==> src/ibp_pkg.sv <==
// Purpose: Shared constants and carriers of the two-wire bus engine
// Assumes: 8-bit registers on a plain strobe port
// Notes: Offsets are register indices
package ibp_pkg;
    localparam int REG_AW = 3;
    localparam int REG_DW = 8;
    // ************************************************
    // Register map
    // ************************************************
    localparam logic [2:0] OFF_OWN = 3'h0;
    localparam logic [2:0] OFF_DIV = 3'h1;
    localparam logic [2:0] OFF_CTRL = 3'h2;
    localparam logic [2:0] OFF_STAT = 3'h3;
    localparam logic [2:0] OFF_DATA = 3'h4;
    localparam logic [2:0] OFF_CTL2 = 3'h5;
    // ************************************************
    // Field positions
    // ************************************************
    localparam int CB_EN = 7;
    localparam int CB_MS = 5;
    localparam int CB_TX = 4;
    localparam int CB_TXAK = 3;
    localparam int CB_RSTA = 2;
    localparam int SB_TCF = 7;
    localparam int SB_AAS = 6;
    localparam int SB_BUSY = 5;
    localparam int SB_AL = 4;
    localparam int SB_SRW = 2;
    localparam int SB_RXAK = 0;
    localparam int C2_BROADCAST_CALL_ENABLE = 7;
    localparam int C2_LEN = 6;
    localparam int C2_HI = 2;
    localparam int OWN_LSB = 1;
    // ************************************************
    // Reset values and bus constants
    // ************************************************
    localparam logic [7:0] RST_DIV = 8'h10;
    localparam logic [7:0] ZERO_BYTE = 8'h00;
    localparam logic [7:0] GC_ADDR = 8'h00;
    localparam logic [4:0] TEN_MARK = 5'h1e;
    localparam logic [3:0] BIT_ZERO = 4'h0;
    localparam logic [3:0] BIT_LAST = 4'h7;
    localparam logic [3:0] BIT_ACK = 4'h8;
    localparam logic [3:0] BIT_DONE = 4'h9;
    localparam logic [3:0] BIT_ONE = 4'h1;

    typedef enum logic [2:0] {
        M_IDLE = 3'b000,
        M_START = 3'b001,
        M_WAIT = 3'b010,
        M_LOW = 3'b011,
        M_HIGH = 3'b100,
        M_STOP1 = 3'b101,
        M_STOP2 = 3'b110,
        M_RSTA = 3'b111
    } ibp_mstate_e;

    typedef struct packed {
        logic scl;
        logic sda;
        logic sclRise;
        logic sclFall;
        logic sdaRise;
        logic sdaFall;
    } ibp_line_s;
endpackage : ibp_pkg

==> src/ibp_line_sync.sv <==
// Purpose: Two-flop synchroniser and edge finder for both bus lines
// Assumes: Lines are asynchronous to mclk
// Notes: Edges come from the second and third stages only
`timescale 1ns/1ps
`default_nettype none
module ibp_line_sync
    import ibp_pkg::*;
(
    input wire logic mclk,
    input wire logic rstn,
    input wire logic sclIn,
    input wire logic sdaIn,
    output var ibp_line_s line
);
    typedef struct packed {
        logic [1:0] s1;
        logic [1:0] s2;
        logic [1:0] s3;
    } ibp_sync_s;

    ibp_sync_s r;
    ibp_sync_s next_r;

    always_comb begin
        next_r.s1 = {sclIn, sdaIn};
        next_r.s2 = r.s1;
        next_r.s3 = r.s2;
    end

    always_ff @(posedge mclk or negedge rstn) begin
        if (!rstn) begin
            r <= '1;
        end else begin
            r <= next_r;
        end
    end

    always_comb begin
        line.scl = r.s2[1];
        line.sda = r.s2[0];
        line.sclRise = r.s2[1] & ~r.s3[1];
        line.sclFall = ~r.s2[1] & r.s3[1];
        line.sdaRise = r.s2[0] & ~r.s3[0];
        line.sdaFall = ~r.s2[0] & r.s3[0];
    end
endmodule : ibp_line_sync
`default_nettype wire

==> src/ibp_bus_engine.sv <==
// Purpose: Two-wire bus master/slave engine with its register file
// Assumes: Open-drain pins resolved outside; 100 MHz mclk
// Notes: Low half-period is the divider register plus one, high half the divider plus three, in mclk cycles
`timescale 1ns/1ps
`default_nettype none
// Behaviour
// - Control-two bit 7 enables answering and receiving the general call.
// - Control-two bit 6 selects seven-bit or ten-bit own address.
// - Control-two bits 5 to 3 always read as zero.
// - Control-two bits 2 to 0 are top bits of ten-bit address.
// - Control-two register is readable and writable at any time.
// - Lines are only pulled low or released, never driven high.
// - Master starts only on a free bus, data falling while clock high.
// - First byte holds seven address bits and a direction bit.
// - Ten-bit calling sends a second address byte right after the first.
// - Only a matching slave acknowledges, pulling data low on clock nine.
// - After losing arbitration in address, act as slave and answer properly.
// - Bytes are eight bits, MSB first, data changes while clock low.
// - Non-acknowledging slave receiver leaves data high; master stops or restarts.
// - Master receiver not acknowledging makes slave transmitter release data.
// - Stop is data rising while clock high; it frees the bus.
// - Repeated start begins a new calling without a stop.
// - A stop after an acknowledge makes the slave release the bus.
// - Driving one but reading zero loses arbitration: release, slave, flag.
// - Hold own low period, wait for real high, then count high.
// - Slave may stretch clock low; master waits for its release.
module ibp_bus_engine
    import ibp_pkg::*;
#(
    parameter int DIV_W = 8
) (
    input wire logic mclk,
    input wire logic rstn,
    input wire logic [REG_AW-1:0] regAddr,
    input wire logic [REG_DW-1:0] regWdata,
    input wire logic regWr,
    input wire logic regRd,
    output logic [REG_DW-1:0] regRdata,
    input wire logic sclIn,
    input wire logic sdaIn,
    output logic sclOut,
    output logic sclOe,
    output logic sdaOut,
    output logic sdaOe
);
    if (DIV_W < 4 || DIV_W > REG_DW) begin : g_chk
        $error("DIV_W must lie in 4..8");
    end

    typedef struct packed {
        logic [6:0] own;
        logic [DIV_W-1:0] div;
        logic en;
        logic ctlMaster;
        logic ctlTx;
        logic ctlTxak;
        logic rstaReq;
        logic goReq;
        logic broadcast_call_enable;
        logic lenSel;
        logic [2:0] ownHigh;
        logic tcf;
        logic addressed;
        logic busy;
        logic arbLost;
        logic srw;
        logic rxak;
        logic gcall;
        logic hiHit;
        logic addrPh;
        logic addr2Ph;
        logic ackNow;
        logic [7:0] shift;
        logic [7:0] rxData;
        logic [3:0] bitCnt;
        ibp_mstate_e ms;
        logic [DIV_W-1:0] cnt;
        logic sclHold;
        logic mSclLow;
        logic sdaDrive;
        logic sclOe;
        logic [7:0] rdata;
    } ibp_state_s;

    ibp_state_s r;
    ibp_state_s n;
    ibp_line_s ln;
    logic [7:0] byteIn;
    logic roleTx;
    logic ownBit;

    // ************************************************
    // Line synchroniser
    // ************************************************
    ibp_line_sync u_sync (
        .mclk(mclk),
        .rstn(rstn),
        .sclIn(sclIn),
        .sdaIn(sdaIn),
        .line(ln)
    );

    // Losing master releases data and falls back to slave
    function automatic ibp_state_s loseArb(input ibp_state_s s);
        ibp_state_s t;
        t = s;
        t.arbLost = 1'b1;
        t.ctlMaster = 1'b0;
        t.ms = M_IDLE;
        t.mSclLow = 1'b0;
        t.sdaDrive = 1'b0;
        t.goReq = 1'b0;
        t.rstaReq = 1'b0;
        return t;
    endfunction : loseArb

    function automatic logic [7:0] readValue(input ibp_state_s s,
                                             input logic [2:0] a);
        logic [7:0] v;
        v = ZERO_BYTE;
        unique case (a)
            OFF_OWN: v[7:OWN_LSB] = s.own;
            OFF_DIV: v[DIV_W-1:0] = s.div;
            OFF_CTRL: begin
                v[CB_EN] = s.en;
                v[CB_MS] = s.ctlMaster;
                v[CB_TX] = s.ctlTx;
                v[CB_TXAK] = s.ctlTxak;
            end
            OFF_STAT: begin
                v[SB_TCF] = s.tcf;
                v[SB_AAS] = s.addressed;
                v[SB_BUSY] = s.busy;
                v[SB_AL] = s.arbLost;
                v[SB_SRW] = s.srw;
                v[SB_RXAK] = s.rxak;
            end
            OFF_DATA: v = s.rxData;
            OFF_CTL2: begin
                v[C2_BROADCAST_CALL_ENABLE] = s.broadcast_call_enable;
                v[C2_LEN] = s.lenSel;
                v[C2_HI:0] = s.ownHigh;
            end
            default: v = ZERO_BYTE;
        endcase
        return v;
    endfunction : readValue

    // ************************************************
    // Next-state logic
    // ************************************************
    always_comb begin
        n = r;
        byteIn = {r.shift[6:0], ln.sda};
        roleTx = r.ctlTx && (r.ctlMaster || r.addressed);
        ownBit = r.ctlMaster && (r.ctlTx ? (r.bitCnt <= BIT_LAST)
                                         : (r.bitCnt == BIT_ACK));
        n.rdata = regRd ? readValue(r, regAddr) : ZERO_BYTE;
        if (regRd && regAddr == OFF_DATA) begin
            n.tcf = 1'b0;
            n.sclHold = 1'b0;
            if (r.ctlMaster && !r.ctlTx) begin
                n.goReq = 1'b1;
            end
        end
        if (regWr) begin
            unique case (regAddr)
                OFF_OWN: n.own = regWdata[7:OWN_LSB];
                OFF_DIV: n.div = regWdata[DIV_W-1:0];
                OFF_CTRL: begin
                    n.en = regWdata[CB_EN];
                    n.ctlTx = regWdata[CB_TX];
                    n.ctlTxak = regWdata[CB_TXAK];
                    if (regWdata[CB_MS] && !r.ctlMaster) begin
                        if (r.busy || !regWdata[CB_EN]) begin
                            n.arbLost = 1'b1;
                        end else begin
                            n.ctlMaster = 1'b1;
                            n.ms = M_START;
                            n.cnt = '0;
                        end
                    end else if (!regWdata[CB_MS]) begin
                        n.ctlMaster = 1'b0;
                    end
                    if (regWdata[CB_RSTA] && r.ctlMaster) begin
                        n.rstaReq = 1'b1;
                    end
                end
                OFF_STAT: begin
                    if (regWdata[SB_AL]) begin
                        n.arbLost = 1'b0;
                    end
                end
                OFF_DATA: begin
                    n.shift = regWdata;
                    n.tcf = 1'b0;
                    n.sclHold = 1'b0;
                    if (r.ctlMaster) begin
                        n.goReq = r.ctlTx;
                    end else if (roleTx && r.bitCnt == BIT_ZERO) begin
                        n.sdaDrive = ~regWdata[7];
                    end
                end
                OFF_CTL2: begin
                    n.broadcast_call_enable = regWdata[C2_BROADCAST_CALL_ENABLE];
                    n.lenSel = regWdata[C2_LEN];
                    n.ownHigh = regWdata[C2_HI:0];
                end
                default: n.en = r.en;
            endcase
        end

        // ************************************************
        // Bus events
        // ************************************************
        if (ln.sdaFall && ln.scl) begin
            n.busy = 1'b1;
            n.bitCnt = BIT_ZERO;
            n.addrPh = 1'b1;
            n.addr2Ph = 1'b0;
            n.addressed = 1'b0;
            n.gcall = 1'b0;
            n.sclHold = 1'b0;
        end else if (ln.sdaRise && ln.scl) begin
            n.busy = 1'b0;
            n.bitCnt = BIT_ZERO;
            n.addressed = 1'b0;
            n.sclHold = 1'b0;
            n.hiHit = 1'b0;
            n.addrPh = 1'b0;
            n.addr2Ph = 1'b0;
            if (r.ctlMaster) begin
                n = loseArb(n);
            end
        end else if (ln.sclRise && r.busy) begin
            n.shift = byteIn;
            n.bitCnt = r.bitCnt + BIT_ONE;
            if (ownBit && !r.sdaDrive && !ln.sda) begin
                n = loseArb(n);
            end
            if (r.bitCnt == BIT_LAST) begin
                n.ackNow = 1'b0;
                if (!roleTx) begin
                    n.rxData = byteIn;
                end
                if (r.addrPh && !n.ctlMaster) begin
                    n.addrPh = 1'b0;
                    if (byteIn == GC_ADDR && r.broadcast_call_enable) begin
                        n.gcall = 1'b1;
                        n.addressed = 1'b1;
                        n.srw = 1'b0;
                        n.ackNow = 1'b1;
                    end else if (!r.lenSel) begin
                        if (byteIn[7:1] == r.own) begin
                            n.addressed = 1'b1;
                            n.srw = byteIn[0];
                            n.ackNow = 1'b1;
                        end
                    end else if (byteIn[7:3] == TEN_MARK &&
                                 byteIn[2:1] == r.ownHigh[2:1]) begin
                        if (!byteIn[0]) begin
                            n.hiHit = 1'b1;
                            n.addr2Ph = 1'b1;
                            n.ackNow = 1'b1;
                        end else if (r.hiHit) begin
                            n.addressed = 1'b1;
                            n.srw = 1'b1;
                            n.ackNow = 1'b1;
                        end
                    end
                end else if (r.addr2Ph && !n.ctlMaster) begin
                    n.addr2Ph = 1'b0;
                    if (byteIn == {r.ownHigh[0], r.own}) begin
                        n.addressed = 1'b1;
                        n.srw = 1'b0;
                        n.ackNow = 1'b1;
                    end else begin
                        n.hiHit = 1'b0;
                    end
                end else begin
                    n.addrPh = 1'b0;
                    n.addr2Ph = 1'b0;
                    if (!roleTx && !r.ctlTxak) begin
                        n.ackNow = n.ctlMaster ||
                                   (r.addressed && (!r.gcall || r.broadcast_call_enable));
                    end
                end
            end
            if (r.bitCnt == BIT_ACK && roleTx) begin
                n.rxak = ln.sda;
                if (ln.sda && !r.ctlMaster) begin
                    n.addressed = 1'b0;
                end
            end
        end else if (ln.sclFall && r.busy) begin
            if (r.bitCnt == BIT_DONE) begin
                n.bitCnt = BIT_ZERO;
                n.sdaDrive = 1'b0;
                n.ackNow = 1'b0;
                n.tcf = r.ctlMaster || r.addressed;
                n.sclHold = r.addressed && !r.ctlMaster;
            end else if (r.bitCnt == BIT_ACK) begin
                n.sdaDrive = r.ackNow;
            end else if (r.bitCnt != BIT_ZERO) begin
                n.sdaDrive = roleTx && !r.shift[7];
            end
        end

        // ************************************************
        // Master clock generator
        // ************************************************
        unique case (r.ms)
            M_IDLE: n.mSclLow = 1'b0;
            M_START: begin
                n.sdaDrive = 1'b1;
                n.cnt = r.cnt + 1'b1;
                if (r.cnt == r.div) begin
                    n.cnt = '0;
                    n.mSclLow = 1'b1;
                    n.ms = M_WAIT;
                end
            end
            M_WAIT: begin
                n.mSclLow = 1'b1;
                n.cnt = '0;
                if (!r.ctlMaster) begin
                    n.ms = M_STOP1;
                end else if (r.rstaReq && r.bitCnt == BIT_ZERO) begin
                    n.rstaReq = 1'b0;
                    n.ms = M_RSTA;
                end else if (r.goReq && r.bitCnt == BIT_ZERO) begin
                    n.goReq = 1'b0;
                    n.ms = M_LOW;
                    if (r.ctlTx) begin
                        n.sdaDrive = ~r.shift[7];
                    end
                end
            end
            M_LOW: begin
                n.mSclLow = 1'b1;
                n.cnt = r.cnt + 1'b1;
                if (r.cnt == r.div) begin
                    n.cnt = '0;
                    n.mSclLow = 1'b0;
                    n.ms = M_HIGH;
                end
            end
            M_HIGH: begin
                n.mSclLow = 1'b0;
                if (ln.scl) begin
                    n.cnt = r.cnt + 1'b1;
                    if (r.cnt == r.div) begin
                        n.cnt = '0;
                        n.mSclLow = 1'b1;
                        n.ms = (r.bitCnt == BIT_DONE) ? M_WAIT : M_LOW;
                    end
                end else if (r.cnt != '0) begin
                    n.cnt = '0;
                    n.mSclLow = 1'b1;
                    n.ms = M_LOW;
                end
            end
            M_STOP1: begin
                n.sdaDrive = 1'b1;
                n.mSclLow = 1'b1;
                n.cnt = r.cnt + 1'b1;
                if (r.cnt == r.div) begin
                    n.cnt = '0;
                    n.mSclLow = 1'b0;
                    n.ms = M_STOP2;
                end
            end
            M_STOP2: begin
                n.sdaDrive = 1'b1;
                if (ln.scl) begin
                    n.cnt = r.cnt + 1'b1;
                    if (r.cnt == r.div) begin
                        n.cnt = '0;
                        n.sdaDrive = 1'b0;
                        n.ms = M_IDLE;
                    end
                end
            end
            M_RSTA: begin
                n.sdaDrive = 1'b0;
                n.mSclLow = r.cnt < r.div;
                n.cnt = r.cnt + 1'b1;
                if (r.cnt > r.div && !ln.scl) begin
                    n.cnt = r.cnt;
                end
                if (r.cnt == {DIV_W{1'b1}} || (ln.scl && r.cnt > r.div)) begin
                    n.cnt = '0;
                    n.ms = M_START;
                end
            end
        endcase

        if (!n.en) begin
            n.ctlMaster = 1'b0;
            n.ms = M_IDLE;
            n.mSclLow = 1'b0;
            n.sclHold = 1'b0;
            n.sdaDrive = 1'b0;
            n.addressed = 1'b0;
            n.goReq = 1'b0;
            n.rstaReq = 1'b0;
        end
        n.sclOe = n.mSclLow | n.sclHold;
    end

    always_ff @(posedge mclk or negedge rstn) begin
        if (!rstn) begin
            r <= '0;
            r.div <= RST_DIV[DIV_W-1:0];
        end else begin
            r <= n;
        end
    end

    // ************************************************
    // Outputs
    // ************************************************
    assign regRdata = r.rdata;
    assign sclOe = r.sclOe;
    assign sdaOe = r.sdaDrive;
    assign sclOut = r.ackNow & 1'b0;
    assign sdaOut = r.ackNow & 1'b0;
endmodule : ibp_bus_engine
`default_nettype wire

==> config.mk <==
export PLATFORM = sky130hd
export DESIGN_NAME = ibp_bus_engine
export DESIGN_NICKNAME = d
export VERILOG_FILES = /design/src/ibp_pkg.sv /design/src/ibp_line_sync.sv /design/src/ibp_bus_engine.sv
export SDC_FILE = /design/constraint.sdc
export NUM_CORES = 1
export LEC_CHECK = 0
export BUFFER_PORTS_ARGS = -buffer_cell sky130_fd_sc_hd__buf_2
export CAP_MARGIN = 10
export CORE_MARGIN = 4
export CORE_UTILIZATION = 60
export CTS_BUF_LIST = sky130_fd_sc_hd__clkbuf_8
export CTS_CLUSTER_DIAMETER = 80
export CTS_CLUSTER_SIZE = 28
export DETAILED_ROUTE_END_ITERATION = 16
export PLACE_DENSITY = 0.81
export RECOVER_POWER = 100
export SLEW_MARGIN = 20
export SYNTH_ARGS = -nofsm -noshare
export SYNTH_HDL_FRONTEND = slang
export SYNTH_HIERARCHICAL = 1
export SYNTH_SLANG_ARGS = --single-unit
==> constraint.sdc <==
create_clock -name mclk -period 4.72 [get_ports mclk]
set_input_delay 0.944 -clock mclk [delete_from_list [all_inputs] [get_ports mclk]]
set_output_delay 0.944 -clock mclk [all_outputs]
set_load 0.01 [all_outputs]
# After elaboration in Yosys (flattened, before gate mapping)
# Cells that the tools add are included.
[classes]
n_lt_le_gt_ge = 3
eq_ne = 25
n_reduce_logical = 66
add_sub_neg = 2
bitwise = 13
muxes = 167
[ops]
columns = ["op", "n"]
rows = [
  ["80-bit 2-to-1 mux", 4],
  ["11-bit 2-to-1 mux", 15],
  ["64-bit 2-to-1 mux", 2],
  ["1-bit 2-to-1 mux", 98],
  ["11-bit one-hot mux with 7 select lines", 1],
  ["8-bit 2-to-1 mux", 7],
  ["27-bit 2-to-1 mux", 2],
  ["16-bit 2-to-1 mux", 2],
  ["1-bit logical AND", 27],
  ["26-bit 2-to-1 mux", 1],
  ["4-bit 2-to-1 mux", 6],
  ["3-bit == test (second input constant)", 6],
  ["3-bit 2-to-1 mux", 6],
  ["9-bit 2-to-1 mux", 2],
  ["8-bit == test", 2],
  ["1-bit one-hot mux with 4 select lines", 4],
  ["2-bit 2-to-1 mux", 7],
  ["3-bit by 2-bit == test with 1-bit output (second input constant)", 4],
  ["12-bit 2-to-1 mux", 1],
  ["1-bit one-hot mux with 6 select lines", 2],
  ["2-bit nonzero test", 6],
  ["4-bit nonzero test", 3],
  ["1-bit logical NOT", 11],
  ["5-bit 2-to-1 mux", 2],
  ["other kinds (34)", 55],
]
[totals]
inputBits = 17
wordCells = 311
output_inout_bits = 12
reg_bits = 86

# Depth between registers and ports, before layout
# Gate-level depths: netlist of run 1.
[logic_depth]
word_depth = 30
ltp_mapped = 9
mapped_depth_nobuf = 8

# By module
# Netlist of run 1, hierarchy kept.
[by_module_without_submodules]
columns = ["module", "instances", "cells_per_inst", "seq_area_each_um2", "area_per_inst_um2"]
rows = [
  ["ibp_bus_engine", 1, 581, 2003.2, 5336.4],
  ["ibp_line_sync", 1, 12, 157.7, 207.7],
]

# Worst setup path after synthesis of run 1
# OpenSTA, ideal clock, no wires.
[synth_timing]
path_kind = "input to register"
startpoint = "input regAddr[0]"
endpoint = "register r[46] (netlist name)"
t_arrival_ps = 2233
path_buffers = 1
required_time_ps = 4594
slack_ps = 2361
stages = 6
setup_time_ps = 126
path_cell_list = "buf_4 > and4bb_4 > a21oi_4 > o31ai_4 > a22oi_1 > a221o_1"
[synth_via]
elab_chain_cells = 14
word_cells_on_any_way = 15
classes_between = "eq/ne (1); mux (11); reduce/logical (3)"
[synth_lines]
columns = ["element", "line_no", "source"]
rows = [
  ["start: declaration", "ibp_bus_engine.sv:34", "input wire logic [REG_AW-1:0] regAddr,"],
  ["3-bit by 2-bit == test with 1-bit output *", "ibp_bus_engine.sv:167", "unique case (regAddr)"],
  ["4-bit 2-to-1 mux *", "ibp_bus_engine.sv:167", ""],
  ["27-bit 2-to-1 mux *", "ibp_bus_engine.sv:166", "if (regWr) begin"],
  ["64-bit 2-to-1 mux *", "ibp_bus_engine.sv:238", "if (ownBit && !r.sdaDrive && !ln.sda) begin"],
  ["80-bit 2-to-1 mux *", "ibp_bus_engine.sv:235", "end else if (ln.sclRise && r.busy) begin"],
  ["80-bit 2-to-1 mux *", "ibp_bus_engine.sv:224", "end else if (ln.sdaRise && ln.scl) begin"],
  ["80-bit 2-to-1 mux *", "ibp_bus_engine.sv:216", "if (ln.sdaFall && ln.scl) begin"],
  ["1-bit logical NOT *", "ibp_bus_engine.sv:246, ibp_bus_engine.sv:271", ""],
  ["1-bit logical AND", "ibp_bus_engine.sv:271", "end else if (r.addr2Ph && !n.ctlMaster) begin"],
  ["1-bit 2-to-1 mux", "ibp_bus_engine.sv:271", ""],
  ["4-bit 2-to-1 mux *", "ibp_bus_engine.sv:246", "if (r.addrPh && !n.ctlMaster) begin"],
  ["5-bit 2-to-1 mux *", "ibp_bus_engine.sv:241", "if (r.bitCnt == BIT_LAST) begin"],
  ["9-bit 2-to-1 mux *", "ibp_bus_engine.sv:235", ""],
  ["80-bit 2-to-1 mux *", "ibp_bus_engine.sv:224", ""],
  ["end signal: assignment", "ibp_bus_engine.sv:416", "r <= n;"],
  ["end: declaration", "ibp_bus_engine.sv:85", "ibp_state_s r;"],
]
# Every way passes the cells marked *; elsewhere a longest branch is shown, timed or not. The select of a mux whose other input is x is not followed.
# A chain may end at the register's enable or synchronous reset.

==> results of run 1 <==
[cell usage in the layout, fill, tap and decap left out, types with 3 or more instances in the layout]
cell type and count:
nor3_1 15, nor2_1 41, o211ai_1 4, buf_2 14
o22ai_1 4, xor2_1 11, nor4_1 3, nor2b_1 17
a21oi_1 29, ha_1 13, nor4bb_1 3, a31oi_1 10
o41ai_1 3, a221o_1 4, nand4_1 10, a22oi_1 6
and4_1 3, clkbuf_8 10, xnor2_1 10, mux2_2 24
dfstp_2 5, o21a_1 3, dfrtp_1 79, o32ai_1 4
nand3b_1 3, o21ai_0 30, mux2i_1 12, a2bb2oi_1 3
a22o_1 3, inv_1 23, nand2_1 71, clkbuf_1 11
nand3_1 23, and3_1 7, nand2b_1 5, o311ai_0 3
and2_0 5, mux4_2 4
[metal layers]
layer | vias to the layer above | routed length, um | track usage, %
met5 | - | 0 | 0
met4 | 0 | 435 | 10.07
met3 | 40 | 980 | 4.035
met2 | 216 | 6585 | 42.01
met1 | 2208 | 5893 | 35.04
li1 | 2109 | - | -
[final timing paths]
kind / end / cells after the start
worst max-delay path: r[49] / 7
worst min-delay path: u_sync/line[5] / 0
worst max register to register: r[49] / 7
worst min register to register: u_sync/line[5] / 0
max in group asynchronous: r[17] / 1
min in group asynchronous: r[33] / 1
[registers in the layout, summed over array words and instances (netlist names)]
register	flops
u_sync/next_r	2
byteIn	7
u_sync/r	2
r	63
u_sync/line	2
sclOe	1
sdaOe	1
regRdata	8
[through the flow]
step | hold WS, ns | utilization (%) | setup slack [ns] | instance area (sq um)
after floorplan | 0.3452 | - | 2.361 | 5548
after global placement | 0.3466 | 62.74 | 1.851 | 5552
after detailed placement | 0.3473 | 62.74 | 1.769 | 5552
after CTS | 0.3598 | 65.27 | 1.755 | 5776
after global routing | 0.3750 | 63.96 | 1.300 | 5659
final | 0.3632 | 63.96 | 1.643 | 5659
[worst max-delay path: stages, from the launching register on]
cell and delay [ns]:
dfstp_1 0.76, and2b_1 0.29, nand2_1 0.23, nand2_1 0.33, nor2_1 0.78, nand2_1 0.17, a2111oi_0 0.33, o21ai_1 0.09
[power by group through the flow]
stage | registers (mW) | logic, mW | clock network, mW
floorplan | 0.890 | 0.383 | 0
global placement | 0.988 | 0.395 | 0
detailed placement | 0.988 | 0.412 | 0
CTS | 0.974 | 0.414 | 0.596
global route | 0.990 | 0.454 | 0.627
finish | 0.979 | 0.409 | 0.585
[layout make-up]
type | count | area, sq um
clock buffer | 10 | 137.6
clock inverter | 6 | 86.33
fill | 736 | 3189
inverter | 22 | 82.58
multi-input combinational | 438 | 2940
sequential | 86 | 2161
tap | 108 | 135.1
timing repair buffer | 26 | 116.4
[cell families after synthesis]
| kind of cell | Yosys count | synth area share, % |
|---|---|---|
| AND/OR/NAND/NOR | 232 | 23.11 |
| AO/OA/AOI/OAI | 129 | 16.50 |
| flip-flops | 86 | 38.98 |
| buffers and inverters | 70 | 6.251 |
| multiplexers | 40 | 8.666 |
| XOR/XNOR | 21 | 3.317 |
| adder cells (fa/ha/maj) | 14 | 3.115 |
| other | 1 | 0.06764 |
==> results.md, run 1 <==
- Status: finished, violations left
- Violated checks: capacitance limit, slew limit
- Bufs on Longest Clock Path: 2
- Number of synthesized flops with an enable pin: 0
- Final Cycle Share: 65.19%
- Share of layout cells above drive strength 1: 13.61%
- Syn avg cell area: 9.349 sq um
- Worst-skew pair later-pin latency: 0.36 ns
- TritonRoute pass-1 iters: 5
- Die W: 104.1 um
- Count leader, synth: dfrtp_1
- Synth cell types: 86
- Overall Power: 1.972 mW
- Inst Count DP: 680
- Die ar.: 0.01084 sq mm
- DRC: 0
- Internal: 1.321 mW
- Routability cong.: 0.9631
- Layout Nets: 613
- Number of global-route vias before repair: 4,467
- Postcts setup bufs: 0
- Slew @ Worst Pin: 2.086 ns
- # H-tree levels: 3
- Synthesis-stage register bit count: 86
- Core area: 0.008848 sq mm
- Unrepaired setup endpoints after global routing: false
- Yosys top cell by area: dfrtp_1
- Sink Count: 86
- CTS clk-pin slew, worst paths: 0.09 ns
- Routed wire per std cell: 19.96 um
- ANT cells: 0
- Max_slew headroom: -39.05%
- Fmax: 325.0 MHz
- Die height: 104.1 um
- Non-Filler Instances: 696
- Final min period: 3.077 ns
- Gr ovfl total: 0
- Worst r2r src: u_sync/line[4]
- Largest net degree at the start of global routing: 87
- Area Overhead vs Synth: 2.076%
- CTS Buf Count: 9
- Switching Share: 33.05%
- I/O pin total: 29
- Synth Flop Type: dfrtp_1
- Starting Density: 62.66%
- Setup Viol. Count Final: 0
- Vias: 4,573
- Synth top area share: 35.66%
- Skew final: 0.01177 ns
- Post-CTS sizing: 0
- Worst min path class: reg2reg
- Crit path arrival time: 3.32 ns
- Synth Instances: 593
- Final hold vios: 0
- Drt via density: 6.570
- Async S/R FF share, synth: 100.0%
- # port buffers: 26
- Clk pwr share: 29.6%
- Antenna-violating nets left: 0
- Pleak: 2.397 nW
- Sw power: 0.6518 mW
- Clock root buffer master: clkbuf_8
- Rows: 34
- R2R Setup Slk: 1.64 ns
- Sequential power share: 49.6%
- DPL Wire Length: 10.02 mm
- Hold-fix buffers, CTS: 0
- Initial antenna violation count: 0
- Combinational power share: 20.7%
- CP max FO: 17
- Crit Path Class: reg2reg
- Maxcap violations: 1
- Area of the mapped netlist: 0.005544 sq mm
- Startpoint class of the critical path: register
- Sequential fraction of the synthesis area: 38.98%
- Final WL: 13.89 mm
- Top cells by area, synth: dfrtp_1 (36%), mux2_2 (4.9%), nand2_1 (4.7%)
- CTS tree: yes
- Hold path startpoint: u_sync/next_r[3]
- Total GRT Usage: 25.91%
- Worst setup EP type: register
- Total negative setup slack: 0 ns
- Synth warn: 6
- 1st-iter DRT viols: 378
- CP startpoint: u_sync/line[4]
- PD cells: 348.5 mW/mm^2
- Slew Limit Fails: 87
- Worst EP required: 4.96 ns
- Commonest cells post-synth: dfrtp_1 (79), nand2_1 (69), nor2_1 (41)
- First-pass GRT wire length: 22.65 mm
- Max rail drop VDD: 0.1566 mV
Power figures use the tool's default switching activity.
==> inputs of run 2 (changes only) <==
--- a/config.mk
+++ b/config.mk
@@ -8,12 +8,12 @@
 export BUFFER_PORTS_ARGS = -buffer_cell sky130_fd_sc_hd__buf_2
 export CAP_MARGIN = 10
 export CORE_MARGIN = 4
-export CORE_UTILIZATION = 60
+export CORE_UTILIZATION = 58
 export CTS_BUF_LIST = sky130_fd_sc_hd__clkbuf_8
 export CTS_CLUSTER_DIAMETER = 80
 export CTS_CLUSTER_SIZE = 28
 export DETAILED_ROUTE_END_ITERATION = 16
-export PLACE_DENSITY = 0.81
+export PLACE_DENSITY = 0.82
 export RECOVER_POWER = 100
 export SLEW_MARGIN = 20
 export SYNTH_ARGS = -nofsm -noshare
==> constraint.sdc (replaced) <==
create_clock -name mclk -period 2.6 [get_ports mclk]
set_input_delay 0.52 -clock mclk [delete_from_list [all_inputs] [get_ports mclk]]
set_output_delay 0.52 -clock mclk [all_outputs]
set_load 0.01 [all_outputs]
==> results.md, run 2 (synthesis results as in run 1) <==
- Crit Path Class: reg2reg
- Routed wire per std cell: 19.44 um
- Startpoint class of the critical path: register
- PD cells: 619.2 mW/mm^2
- First-pass GRT wire length: 23.73 mm
- Status: finished, violations left
- # H-tree levels: 3
- Total negative setup slack: 0 ns
- Slew Limit Fails: 32
- Fmax: 403.4 MHz
- Drt via density: 6.361
- WHS Path Cells: 1
- Sink Count: 86
- R2R depth: 7
- Largest net degree at the start of global routing: 56
- Met2 WL: 6.757 mm
- CTS clk-pin slew, worst paths: 0.10 ns
- Die height: 105.8 um
- Worst R2R End: r[46]
- Initial antenna violation count: 0
- DPL Wire Length: 10.26 mm
- Postcts setup bufs: 0
- Post-Route M1 WL: 6.046 mm
- Crit-path slowest cell: o31ai_1
- Critical Path Max Stage Delay: 0.59 ns
- Skew final: 0.01528 ns
- Leading cell type in the layout, fill and taps excluded: dfrtp_1
- Final min period: 2.479 ns
- Final hold vios: 0
- R2R Setup Slk: 0.12 ns
- Starting Density: 59.72%
- CP max FO: 5
- Antenna-violating nets left: 0
- Final Cycle Share: 95.35%
- Unrepaired setup endpoints after global routing: false
- Number of global-route vias before repair: 4,568
- WHS Endpoint: u_sync/next_r[3]
- Rows: 35
- Worst path cell trace: inv_1 > ha_1 > and4bb_1 > o211a_1 > o31ai_1 > a22oi_1 > a221o_1
- Worst EP required: 2.86 ns
- Max rail drop VDD: 0.3042 mV
- TritonRoute pass-1 iters: 5
- DR top layer: met4
- Max_slew headroom: -19.98%
- Commonest cells after routing, fill and taps aside: dfrtp_1 (79), nand2_1 (70), nor2_1 (41)
- Setup Viol. Count Final: 0
- Vias: 4,656
- Routability cong.: 0.9563
- Gr ovfl total: 0
- Worst setup EP type: register
- Crit path arrival time: 2.74 ns
- Worst min path class: in2reg
- Biggest register: r
- CTS tree: yes
- Pleak: 2.463 nW
- Share of layout cells above drive strength 1: 15.59%
- Worst-skew pair later-pin latency: 0.38 ns
- Total GRT Usage: 26.78%
- Hold path startpoint: sclIn
- Core area: 0.009284 sq mm
- Layout Nets: 628
- Clock root buffer master: clkbuf_8
- ANT cells: 0
- Die ar.: 0.01119 sq mm
- I/O pin total: 29
- WL met3: 950 um
- Worst r2r src: r[23]
- Inst Count DP: 716
- CTS Buf Count: 9
- Violated checks: capacitance limit, slew limit
- # port buffers: 26
- Area Overhead vs Synth: 5.236%
- Non-Filler Instances: 732
- Die W: 105.8 um
- Bufs on Longest Clock Path: 2
- Final WL: 14.23 mm
- DRC: 0
- Slew @ Worst Pin: 1.800 ns
- 1st-iter DRT viols: 467
- Maxcap violations: 1
- Max reg flops: 63
- CP startpoint: r[23]
run 2: changes by cell type in the layout (fill, tap and decap cells not counted), sizes merged:
| cell | before | now |
|---|---|---|
| clkbuf | 22 | 26 |
| buf | 14 | 24 |
| clkinv | 2 | 3 |
run 2: report_power, final:
group	leakage [nW]	internal [mW]	total, mW	switching, mW
registers	1.10	1.50	1.76	0.263
logic	1.25	0.346	0.777	0.431
clock network	0.114	0.547	1.07	0.526
run 2: worst max-delay path by stage:
stage / endpoint / depth (start not counted)
after global placement: r[18] / 8
after detailed placement: r[18] / 8
final: r[46] / 7
after CTS: r[18] / 8
after floorplan: r[18] / 9
after global routing: r[18] / 8
run 2: through the flow:
step           worst slack (ns)  area (sq um)  utilization, %  hold slack [ns]  power (mW)
4_1_cts                  0.2102          5923           63.80          0.07578       3.622
3_5_place_dp             0.2608          5703           61.43           0.3468       2.561
6_report                 0.1209          5834           62.84           0.2417       3.613
3_3_place_gp             0.3335          5703           61.43           0.3461       2.517
2_1_floorplan            0.4334          5548               -           0.2244       2.310
5_1_grt                 0.02494          5834           62.84           0.2229       3.794
run 2: cell type report:
class | count | area (sq um)
clock buffer | 9 | 123.9
clock inverter | 7 | 96.34
fill | 795 | 3450
inverter | 22 | 82.58
multi-input combinational | 438 | 2988
sequential | 86 | 2161
tap | 129 | 161.4
timing repair buffer | 41 | 221.5
run 2: critical path, delay by kind of cell, from the launching register on:
kind / cells / cell delay, ns
adder cells (fa/ha/maj): 1 / 0.25
flip-flops: 1 / 0.43
AND/OR/NAND/NOR: 1 / 0.22
AO/OA/AOI/OAI: 4 / 1.41
buffers and inverters: 1 / 0.08
run 2: repair_timing:
action,in CTS,in global routing
hold buffers,0,0
endpoints found under the setup margin,0,1
hold endpoints to repair,0,0
gates resized for setup,0,1
run 2: per-layer routing:
metal / GRT usage (%) / vias up
li1: - / 2141
met1: 34.15 / 2267
met2: 44.17 / 210
met3: 5.511 / 38
met4: 11.56 / 0
met5: 0 / -
==> inputs of run 3 (changes only) <==
--- a/config.mk
+++ b/config.mk
@@ -15,6 +15,7 @@
 export DETAILED_ROUTE_END_ITERATION = 16
 export PLACE_DENSITY = 0.82
 export RECOVER_POWER = 100
+export REMOVE_ABC_BUFFERS = 1
 export SLEW_MARGIN = 20
 export SYNTH_ARGS = -nofsm -noshare
 export SYNTH_HDL_FRONTEND = slang
==> results.md, run 3 (synthesis results as in run 1) <==
- Vias: 4,762
- # H-tree levels: 3
- 1st-iter DRT viols: 472
- Slew @ Worst Pin: 1.144 ns
- Postcts setup bufs: 0
- CTS tree: yes
- Die W: 105.8 um
- Critical Path Max Stage Delay: 0.77 ns
- Routability cong.: 0.9911
- CP startpoint: u_sync/line[5]
- Biggest register: r
- Die height: 105.8 um
- R2R depth: 7
- Max reg flops: 63
- Slew Limit Fails: 0
- Total GRT Usage: 27.30%
- Seq. cell area: 0.002161 sq mm
- Crit path capture: r[46]
- Worst path cell trace: and2b_1 > and2_0 > buf_4 > nand2_1 > nor3_1 > a21oi_1 > a221o_1
- Final WL: 14.69 mm
- Fillcell total: 780
- Gr ovfl total: 0
- Initial antenna violation count: 0
- Area Overhead vs Synth: 6.003%
- Post-CTS sizing: 0
- Rows: 35
- Worst setup EP type: register
- Leading cell type in the layout, fill and taps excluded: dfrtp_1
- Final WS setup: 0.1297 ns
- CTS clk-pin slew, worst paths: 0.09 ns
- Hold-fix buffers, CTS: 0
- R2R Setup Slk: 0.13 ns
- Core area: 0.009284 sq mm
- CTS Buf Count: 9
- Layout Nets: 631
- Bufs on Longest Clock Path: 2
- # port buffers: 26
- Status: finished, final reports clean
- Pleak: 2.489 nW
- Area of the multi-input gates: 0.003002 sq mm
- Max rail drop VDD: 0.5293 mV
- Maxcap violations: 0
- PD cells: 627.1 mW/mm^2
- Sum of buffers and inverters on the critical path: 1
- Commonest cells after routing, fill and taps aside: dfrtp_1 (79), nand2_1 (70), nor2_1 (41)
- DPL Wire Length: 10.93 mm
- Clock root buffer master: clkbuf_8
- Crit Path Class: reg2reg
- Number of global-route vias before repair: 4,755
- Worst min path class: in2reg
- CP max FO: 11
- Worst-skew pair later-pin latency: 0.37 ns
- Worst r2r src: u_sync/line[5]
- Routed wire per std cell: 19.99 um
- Delay-heaviest family, CP: simple AND/OR/NAND/NOR gates
- Share of layout cells above drive strength 1: 16.50%
- Worst R2R End: r[46]
- Skew final: 0.007798 ns
- Unrepaired setup endpoints after global routing: false
- Antenna-violating nets left: 0
- Final hold vios: 0
- Die ar.: 0.01119 sq mm
- Final min period: 2.470 ns
- Pre-CTS setup slack: 0.2006 ns
- Startpoint class of the critical path: register
- TritonRoute pass-1 iters: 6
- Drt via density: 6.479
- Sink Count: 86
- Crit path arrival time: 2.73 ns
- Total negative setup slack: 0 ns
- Largest net degree at the start of global routing: 47
- Final Cycle Share: 95.01%
- First-pass GRT wire length: 24.50 mm
- Worst EP required: 2.86 ns
- Fmax: 404.8 MHz
- Max_slew headroom: 23.74%
- I/O pin total: 29
- Worst hold slack: 0.2413 ns
- ANT cells: 0
- Cell depth of the worst setup path: 7
- DRC: 0
- Starting Density: 59.72%
- Crit-path slowest cell: dfstp_1
- Setup Viol. Count Final: 0
[run 3: power breakdown]
group | total (mW) | internal (mW) | switching [mW] | leakage [nW]
Combinational | 0.794 | 0.349 | 0.445 | 1.27
Clock | 1.12 | 0.566 | 0.558 | 0.120
Sequential | 1.77 | 1.50 | 0.267 | 1.10
[run 3: cell type report]
type                    instances  share of cell area, %
multi-input cells             438                  51.08
flip-flops and latches         86                  36.77
repair buffers                 44                  3.960
well taps                     129                  2.746
clock buffers                   9                  2.108
clock inverters                 7                  1.937
inverters                      22                  1.405
[run 3: metrics by stage]
step                power (mW)  util, %  std cells  cell area, sq um
floorplan                2.241        -        546              5284
global placement         2.515    61.67        719              5725
detailed placement       2.570    61.67        719              5725
CTS                      3.686    64.23        735              5963
global route             3.865    63.30        735              5877
finish                   3.685    63.30        735              5877
[run 3: worst min-delay path by stage]
stage | startpoint | to | slack (ns) | depth (start not counted)
final | sdaIn | u_sync/next_r[2] | 0.24 | 1
after global routing | sdaIn | u_sync/next_r[2] | 0.22 | 1
after CTS | rstn | regRdata[0] | 0.18 | 1
after detailed placement | u_sync/next_r[2] | u_sync/line[4] | 0.35 | 0
after global placement | u_sync/next_r[2] | u_sync/line[4] | 0.35 | 0
after floorplan | rstn | byteIn[1] | 0.22 | 0
[run 3: routing by layer]
metal | share of wire, % | GRT usage [%]
met5 | 0 | 0
met2 | 47 | 42.94
met1 | 42 | 38.43
met3 | 8.9 | 5.389
met4 | 2.2 | 7.956
